--- config.mk ---
export PLATFORM = sky130hd
export DESIGN_NAME = mrr_result_regs
export DESIGN_NICKNAME = d
export VERILOG_FILES = /design/src/verilog/mrr_pkg.sv /design/src/verilog/mrr_result_regs.sv
export SDC_FILE = /design/constraint.sdc
export NUM_CORES = 1
export LEC_CHECK = 0
export BUFFER_PORTS_ARGS = -buffer_cell sky130_fd_sc_hd__buf_2
export CAP_MARGIN = 25
export CELL_PAD_IN_SITES_DETAIL_PLACEMENT = 0
export CELL_PAD_IN_SITES_GLOBAL_PLACEMENT = 1
export CORE_UTILIZATION = 35
export CTS_CLUSTER_SIZE = 20
export DETAILED_ROUTE_END_ITERATION = 12
export GPL_TIMING_DRIVEN = 0
export PLACE_DENSITY_LB_ADDON = 0.1
export SKIP_CTS_REPAIR_TIMING = 1
export SYNTH_ARGS = -nofsm -noshare
export SYNTH_HDL_FRONTEND = slang
export SYNTH_SLANG_ARGS = --single-unit
--- constraint.sdc ---
create_clock -name pclk -period 6.6 [get_ports pclk]
set_input_delay 1.32 -clock pclk [delete_from_list [all_inputs] [get_ports pclk]]
set_output_delay 1.32 -clock pclk [all_outputs]
set_load 0.01 [all_outputs]
--- src/verilog/mrr_pkg.sv ---
/*
 * Package of the measurement result register bank: register indices, field
 * layout, reset values, result-delivery carrier and scan states.
 * Assumes an APB master with 32-bit data and byte addressing.
 */
package mrr_pkg;

  // ==========================================================================
  // Register indices (byte address is four times the index)
  localparam logic [9:0] IDX_CELL_THIRTEEN_CODE     = 10'h053;
  localparam logic [9:0] IDX_CELL_FOURTEEN_CODE     = 10'h054;
  localparam logic [9:0] IDX_BLOCK      = 10'h055;
  localparam logic [9:0] IDX_TOTAL      = 10'h056;
  localparam logic [9:0] IDX_DIAGNOSTIC_CODE_FIRST      = 10'h057;
  localparam logic [9:0] IDX_DIAGNOSTIC_CODE_SECOND      = 10'h058;
  localparam logic [9:0] IDX_MEAS_EN    = 10'h060;
  localparam logic [9:0] IDX_CONFIG     = 10'h061;
  localparam logic [9:0] IDX_STATUS     = 10'h062;

  // ==========================================================================
  // Field layout
  localparam int         CODE_W         = 14;
  localparam int         CODE_LSB       = 2;
  localparam int         TOTAL_W        = 16;
  localparam int         ACC_W          = 20;
  localparam int         NUM_CELLS      = 14;
  localparam logic [3:0] CHAN_CELL_THIRTEEN_CODE    = 4'hc;
  localparam logic [3:0] CHAN_CELL_FOURTEEN_CODE    = 4'hd;
  localparam int         BLOCK_EN_BIT   = 15;
  localparam int         FILTERED_READBACK_SELECT_BIT     = 0;
  localparam int         DSEL1_LSB      = 4;
  localparam int         DSEL2_LSB      = 8;
  localparam int         DSEL_W         = 4;
  // Total LSB is four cell LSBs: 5 V / 2^14 against 80 V / 2^16
  localparam int         TOTAL_SHIFT    = 2;

  // ==========================================================================
  // Reset values
  localparam logic [15:0] RESULT_RST    = 16'h0000;
  localparam logic [15:0] MEAS_EN_RST   = 16'h0000;
  localparam logic [15:0] CONFIG_RST    = 16'h0000;

  // ==========================================================================
  // Result carrier from the acquisition engine
  typedef enum logic [1:0] {
    KIND_CELL  = 2'h0,
    KIND_BLOCK = 2'h1,
    KIND_DIAGNOSTIC_CODE_FIRST = 2'h2,
    KIND_DIAGNOSTIC_CODE_SECOND = 2'h3
  } mrr_kind_e;

  typedef struct packed {
    mrr_kind_e         kind;
    logic [3:0]        chan;
    logic [CODE_W-1:0] raw;
    logic [CODE_W-1:0] filt;
    logic              bipolar;
    logic              current_sense_amplifier;
  } mrr_res_s;

  typedef enum logic [0:0] {
    ST_IDLE = 1'b0,
    ST_SCAN = 1'b1
  } mrr_state_e;

endpackage

--- src/verilog/mrr_result_regs.sv ---
/*
 * Measurement result register bank: last two cell results, block voltage,
 * summed cell voltage and two diagnostic results, read over APB.
 * Assumes the acquisition engine on pclk brackets each scan with
 * scan_start and scan_done pulses and delivers results between them.
 */
// Behaviour
// - Cell code sits in bits 15:2.
// - Cell code spans five volts full scale.
// - Skipped disabled cell keeps old result.
// - Readback select picks raw or filtered.
// - Block code in 15:2, 65 V scale.
// - Skipped disabled block keeps old result.
// - Sixteen-bit sum of enabled cell results.
// - Sum unsigned, 1.22 mV step, 80 V.
// - Sum only this scan's measured channels.
// - Each result summed by its own signedness.
// - Current-sense results never enter sum.
// - Negative sum clips to zero.
// - First diagnostic result in 15:2.
// - Second diagnostic result in 15:2.
// - Results read-only, reset zero, ignore writes.
`timescale 1ns/1ps
module mrr_result_regs (
  // Clock and reset
  input  wire logic              pclk,
  input  wire logic              presetn,
  // APB slave
  input  wire logic              psel,
  input  wire logic              penable,
  input  wire logic              pwrite,
  input  wire logic [11:0]       paddr,
  input  wire logic [31:0]       pwdata,
  output logic      [31:0]       prdata,
  output logic                   pready,
  output logic                   pslverr,
  // Acquisition engine
  input  wire logic              scan_start,
  input  wire logic              scan_done,
  input  wire logic              res_valid,
  input  wire mrr_pkg::mrr_res_s res_data,
  // Configuration towards the engine
  output logic [15:0]            measure_enable_first,
  output logic [3:0]             diagnostic_select_first,
  output logic [3:0]             diagnostic_select_second
);

  // ==========================================================================
  // Storage
  logic [mrr_pkg::CODE_W-1:0]  cell_thirteen_code_raw_r, cell_thirteen_code_filt_r;
  logic [mrr_pkg::CODE_W-1:0]  cell_fourteen_code_raw_r, cell_fourteen_code_filt_r;
  logic [mrr_pkg::CODE_W-1:0]  block_raw_r, block_filt_r;
  logic [mrr_pkg::CODE_W-1:0]  diagnostic_code_first_r, diagnostic_code_second_r;
  logic [mrr_pkg::TOTAL_W-1:0] total_r;
  logic signed [mrr_pkg::ACC_W-1:0] acc_r, acc_nxt;
  logic [15:0]                 meas_en_r;
  logic [15:0]                 config_r;
  logic                        clipped_r;
  logic [7:0]                  scan_cnt_r;
  mrr_pkg::mrr_state_e         state_r;
  logic [31:0]                 prdata_r;
  logic                        pready_r;
  logic                        pslverr_r;

  logic [9:0]  idx;
  logic        access;
  logic        wr_take;
  logic        cell_en;
  logic        filtered_readback_select;
  logic        sum_take;
  logic signed [mrr_pkg::ACC_W-1:0] term;
  logic [mrr_pkg::TOTAL_W-1:0] total_nxt;
  logic        clip_nxt;
  logic [31:0] rd_val;
  logic        rd_err;

  assign idx     = paddr[11:2];
  assign access  = psel & penable;
  assign wr_take = access & pready_r & pwrite & ~pslverr_r;
  assign cell_en = meas_en_r[res_data.chan];
  assign filtered_readback_select  = config_r[mrr_pkg::FILTERED_READBACK_SELECT_BIT];

  // ==========================================================================
  // Configuration registers
  always_ff @(posedge pclk or negedge presetn) begin
    if (!presetn) begin
      meas_en_r <= mrr_pkg::MEAS_EN_RST;
      config_r  <= mrr_pkg::CONFIG_RST;
    end else if (wr_take) begin
      if (idx == mrr_pkg::IDX_MEAS_EN) begin
        meas_en_r <= pwdata[15:0];
      end
      if (idx == mrr_pkg::IDX_CONFIG) begin
        config_r <= {4'h0, pwdata[11:8], pwdata[7:4], 3'h0, pwdata[0]};
      end
    end
  end

  // ==========================================================================
  // Cell and block results; no bus path writes here
  always_ff @(posedge pclk or negedge presetn) begin
    if (!presetn) begin
      cell_thirteen_code_raw_r  <= '0;
      cell_thirteen_code_filt_r <= '0;
      cell_fourteen_code_raw_r  <= '0;
      cell_fourteen_code_filt_r <= '0;
      block_raw_r   <= '0;
      block_filt_r  <= '0;
    end else if (res_valid) begin
      // Disabled channels keep their old codes
      if (res_data.kind == mrr_pkg::KIND_CELL && cell_en && !res_data.current_sense_amplifier) begin
        if (res_data.chan == mrr_pkg::CHAN_CELL_THIRTEEN_CODE) begin
          cell_thirteen_code_raw_r  <= res_data.raw;
          cell_thirteen_code_filt_r <= res_data.filt;
        end
        if (res_data.chan == mrr_pkg::CHAN_CELL_FOURTEEN_CODE) begin
          cell_fourteen_code_raw_r  <= res_data.raw;
          cell_fourteen_code_filt_r <= res_data.filt;
        end
      end
      if (res_data.kind == mrr_pkg::KIND_BLOCK && meas_en_r[mrr_pkg::BLOCK_EN_BIT]) begin
        block_raw_r  <= res_data.raw;
        block_filt_r <= res_data.filt;
      end
    end
  end

  // ==========================================================================
  // Diagnostic results
  always_ff @(posedge pclk or negedge presetn) begin
    if (!presetn) begin
      diagnostic_code_first_r <= '0;
      diagnostic_code_second_r <= '0;
    end else if (res_valid) begin
      if (res_data.kind == mrr_pkg::KIND_DIAGNOSTIC_CODE_FIRST) begin
        diagnostic_code_first_r <= res_data.raw;
      end
      if (res_data.kind == mrr_pkg::KIND_DIAGNOSTIC_CODE_SECOND) begin
        diagnostic_code_second_r <= res_data.raw;
      end
    end
  end

  // ==========================================================================
  // Sum of enabled cells, in cell LSB units until the final scaling
  assign sum_take = res_valid && res_data.kind == mrr_pkg::KIND_CELL && cell_en
                    && !res_data.current_sense_amplifier && res_data.chan < 4'(mrr_pkg::NUM_CELLS);

  always_comb begin
    // Bus-bar codes are two's complement, cell codes unsigned
    if (res_data.bipolar) begin
      term = {{(mrr_pkg::ACC_W-mrr_pkg::CODE_W){res_data.raw[mrr_pkg::CODE_W-1]}}, res_data.raw};
    end else begin
      term = {{(mrr_pkg::ACC_W-mrr_pkg::CODE_W){1'b0}}, res_data.raw};
    end
  end

  always_comb begin
    acc_nxt = acc_r;
    if (scan_start) begin
      acc_nxt = '0;
    end else if (sum_take) begin
      acc_nxt = acc_r + term;
    end
  end

  always_comb begin
    clip_nxt = 1'b0;
    if (acc_nxt[mrr_pkg::ACC_W-1]) begin
      total_nxt = '0;
      clip_nxt  = 1'b1;
    end else if (acc_nxt[mrr_pkg::ACC_W-2]) begin
      // Beyond 80 V only on out-of-range codes; saturate rather than wrap
      total_nxt = '1;
    end else begin
      total_nxt = acc_nxt[mrr_pkg::TOTAL_W+mrr_pkg::TOTAL_SHIFT-1:mrr_pkg::TOTAL_SHIFT];
    end
  end

  always_ff @(posedge pclk or negedge presetn) begin
    if (!presetn) begin
      acc_r <= '0;
    end else begin
      acc_r <= acc_nxt;
    end
  end

  // Total only moves at scan end, so readers never see a partial sum
  always_ff @(posedge pclk or negedge presetn) begin
    if (!presetn) begin
      total_r   <= mrr_pkg::RESULT_RST;
      clipped_r <= 1'b0;
    end else if (scan_done) begin
      total_r   <= total_nxt;
      clipped_r <= clip_nxt;
    end
  end

  // ==========================================================================
  // Scan tracking
  always_ff @(posedge pclk or negedge presetn) begin
    if (!presetn) begin
      state_r    <= mrr_pkg::ST_IDLE;
      scan_cnt_r <= 8'h00;
    end else begin
      case (state_r)
        mrr_pkg::ST_IDLE: begin
          if (scan_start) begin
            state_r <= mrr_pkg::ST_SCAN;
          end
        end
        mrr_pkg::ST_SCAN: begin
          if (scan_done) begin
            state_r    <= mrr_pkg::ST_IDLE;
            scan_cnt_r <= scan_cnt_r + 8'h01;
          end
        end
        default: begin
          state_r <= mrr_pkg::ST_IDLE;
        end
      endcase
    end
  end

  // ==========================================================================
  // Read mux
  always_comb begin
    rd_val = 32'h0000_0000;
    rd_err = 1'b0;
    case (idx)
      mrr_pkg::IDX_CELL_THIRTEEN_CODE: rd_val = {16'h0000, filtered_readback_select ? cell_thirteen_code_filt_r : cell_thirteen_code_raw_r, 2'b00};
      mrr_pkg::IDX_CELL_FOURTEEN_CODE: rd_val = {16'h0000, filtered_readback_select ? cell_fourteen_code_filt_r : cell_fourteen_code_raw_r, 2'b00};
      mrr_pkg::IDX_BLOCK:  rd_val = {16'h0000, filtered_readback_select ? block_filt_r : block_raw_r, 2'b00};
      mrr_pkg::IDX_TOTAL:  rd_val = {16'h0000, total_r};
      mrr_pkg::IDX_DIAGNOSTIC_CODE_FIRST:  rd_val = {16'h0000, diagnostic_code_first_r, 2'b00};
      mrr_pkg::IDX_DIAGNOSTIC_CODE_SECOND:  rd_val = {16'h0000, diagnostic_code_second_r, 2'b00};
      mrr_pkg::IDX_MEAS_EN: rd_val = {16'h0000, meas_en_r};
      mrr_pkg::IDX_CONFIG:  rd_val = {16'h0000, config_r};
      mrr_pkg::IDX_STATUS:  rd_val = {16'h0000, scan_cnt_r, 6'h00, clipped_r, state_r == mrr_pkg::ST_SCAN};
      default:              rd_err = 1'b1;
    endcase
    if (paddr[1:0] != 2'b00) begin
      rd_err = 1'b1;
    end
  end

  // ==========================================================================
  // APB answer: one wait state, result writes dropped silently
  always_ff @(posedge pclk or negedge presetn) begin
    if (!presetn) begin
      pready_r  <= 1'b0;
      pslverr_r <= 1'b0;
      prdata_r  <= 32'h0000_0000;
    end else begin
      pready_r  <= access & ~pready_r;
      pslverr_r <= access & ~pready_r & rd_err;
      if (access && !pready_r && !pwrite && !rd_err) begin
        prdata_r <= rd_val;
      end else begin
        prdata_r <= 32'h0000_0000;
      end
    end
  end

  assign prdata                   = prdata_r;
  assign pready                   = pready_r;
  assign pslverr                  = pslverr_r;
  assign measure_enable_first     = meas_en_r;
  assign diagnostic_select_first  = config_r[mrr_pkg::DSEL1_LSB +: mrr_pkg::DSEL_W];
  assign diagnostic_select_second = config_r[mrr_pkg::DSEL2_LSB +: mrr_pkg::DSEL_W];

  logic rd_take;
  assign rd_take = access & pready_r & ~pwrite & ~pslverr_r;
endmodule

==> flow_summary.ini <==
[detailed_routing]
totalWireLength_um = 29520
drt_iter0_drc = 472
ant_nets = 0
wl_per_cell_um = 21.74
vias = 7312
route.detailed.drc = 0
vias_per_cell = 5.384
first_pass_iters = 6

[global_routing]
grt_pass1_vias = 7224
grt_usage_pct = 20.72
grt_pass1_wl_um = 45020
antenna_found_initial = 1
overflow = 0
grt_max_degree = 79

[sta]
relSlewSlack_pct = 32.98
timing.final.ws_setup_ns = 2.185
fmax_ghz = 0.2265
post-route-min-period_ns = 4.415
worst_hold_slack_ns = 0.4840
tns_ns = 0
worst_pin_slew_ns = 1.005
fin_crit_sh_pct = 66.90
drv_slew = 0
fin_skew_ns = 0.01077
rsz0062_at_grt = no
finalSetupViolCount = 0
hold_viol = 0

[logic_synthesis]
async_flop_share_pct = 100.0
synth_edf_count = 0
synth_top_area_share_pct = 50.59
yosys.cell_count.top_type = dfrtp_1
netlist_instances = 811
netlist_area_um2 = 9942
synth_area_per_cell_um2 = 12.26
synth_top_cell_by_area = dfrtp_1
synthDistinctLibCells = 68
ys_warn_count = 0
synth-seq-cells = 201
synthTopCellsByArea = dfrtp_1 51%, mux2_2 18%, a222oi_1 2.5%
ys_seq_area_share_pct = 50.59
netlist_top_cells_count = 201 x dfrtp_1, 158 x mux2_2, 44 x nor2_1
synth_top_flop_cell = dfrtp_1

[layout]
layout-drive-gt1-share_pct = 36.53
fin_area_um2 = 11870
nNetsFinal = 1070
ff_latch_area_um2 = 5030
synthToLayoutAreaGrowth_pct = 19.36
stdcell_count = 1358
fin_util_pct = 42.60
n_antenna_cell = 0
multi_input_area_um2 = 4589
nFillCells = 2675

[floorplan]
die_w_um = 170.5
core_area_um2 = 27860
initial_utilization_pct = 35.69
row_count = 61
die_y_um = 170.5
die_area_um2 = 29080
io_pins = 146

[setup_path]
critical_path.startpoint_type = primary input
critPathKind = in2reg
worstPathMaxFanout = 6
crit_arrival_ns = 4.79
cp.required_ns = 6.97
r2r_cells = 10
ff2ff_setup_slack_ns = 2.80
rr_endpoint = total_r[7]
endpoint_kind = register
timing.rr.start = acc_r[0]
endpoint = total_r[7]
crit_path_start = res_data[16]

[clock_network]
root_buffer = clkbuf_16
clock_latency_ns = 0.52
htree_levels = 1
clock_sinks = 201
cts_tree = yes
path_clk_slew_ns = 0.06
cts_made_buffers = 24
clk_path_buf_depth = 3

[power]
switching_share_pct = 23.69
power.net_switching_mw = 0.6678
p_seq_share_pct = 47.2
combPwrFrac_pct = 7.1
p_per_area_nw_per_um2 = 237.5
leakagePower_nw = 5.615
vdd_drop_max_mv = 0.1797
total_power_mw = 2.819
p_int_mw = 2.151
p_clk_share_pct = 45.7

[job]
cap_violations = 0

[placement]
post-dp-hpwl_um = 21600
placed_area_um2 = 11100
dp.cells = 1318
gp_congestion = 0.8036
port_buffers = 112
pre_cts_slack_ns = 1.798

[run_status]
status = finished clean

[min_path]
hp-class = reg2reg
critical path: stages:
cell       delay, ns
buf_2           0.16
ha_1            0.26
fa_1            0.44
a21o_1          0.21
nor3b_1         0.18
o311ai_1        0.41
and2_1          0.18
clkbuf_1        0.31
a311oi_2        0.30
a2111oi_0       0.89
o2bb2ai_1       0.10
sequential cells by signal (all words and copies together), names as in the netlist:
register	cells
measure_enable_first	16
diagnostic_code_second_r	14
acc_r	20
clipped_r	1
pready	1
block_filt_r	14
pslverr	1
cell_fourteen_code_raw_r	14
cell_fourteen_code_filt_r	14
cell_thirteen_code_filt_r	14
state_r	1
block_raw_r	14
cell_thirteen_code_raw_r	14
prdata	16
scan_cnt_r	8
total_r	16
diagnostic_code_first_r	14
config_r	9
worst min path at each step:
stage / slack [ns] / startpoint / depth (start not counted) / endpoint
2_1_floorplan: 0.45 / scan_cnt_r[7] / 1 / scan_cnt_r[7]
3_3_place_gp: 0.47 / pready / 1 / pready
3_5_place_dp: 0.48 / total_r[0] / 1 / total_r[0]
4_1_cts: 0.49 / pready / 1 / pready
5_1_grt: 0.50 / pready / 1 / pready
6_report: 0.48 / pready / 1 / pready
power groups by stage:
stage	Sequential (mW)	Clock, mW	Combinational, mW
6_report	1.33	1.29	0.201
5_1_grt	1.34	1.38	0.227
4_1_cts	1.33	1.32	0.205
3_5_place_dp	1.35	0	0.204
3_3_place_gp	1.35	0	0.197
2_1_floorplan	1.34	0	0.112
layout by cell type (no fill, tap or decap), types with 7 or more instances in the layout:
cell type / n
nor2_1: 44
mux2_2: 158
a21o_1: 17
clkbuf_16: 24
clkbuf_1: 40
a22oi_1: 18
a222oi_1: 25
a21oi_1: 30
a221oi_1: 13
buf_4: 28
conb_1: 16
xor2_1: 10
a31oi_1: 7
xnor2_1: 14
o2bb2ai_1: 7
nor3_1: 10
dfrtp_1: 201
a41oi_1: 9
nand3_1: 8
and2_1: 8
ha_1: 15
buf_2: 112
nand2_1: 39
nor3b_1: 9
kinds of logic after synthesis:
family	after synthesis	synth area share [%]
flip-flops	201	50.59
AO/OA/AOI/OAI	168	13.59
multiplexers	168	19.41
AND/OR/NAND/NOR	161	8.306
buffers and inverters	72	3.863
XOR/XNOR	24	2.114
adder cells (fa/ha/maj)	16	2.089
other	1	0.03772
per-layer routing:
metal / vias up / track usage (%) / wire, µm
li1: 3351 / - / -
met4: 2 / 4.387 / 435
met1: 3712 / 30.20 / 14180
met5: - / 0 / 13
met2: 212 / 32.87 / 13520
met3: 35 / 2.521 / 1374
cell type report:
class                      instances  area share [%]
sequential                       201           42.39
multi-input combinational        553           38.68
clock buffer                      36           5.947
timing repair buffer             114           5.272
tap                              378           3.986
buffer                            66           3.047
clock inverter                     4          0.4956
inverter                           6          0.1898
Power figures use the tool's default switching activity.
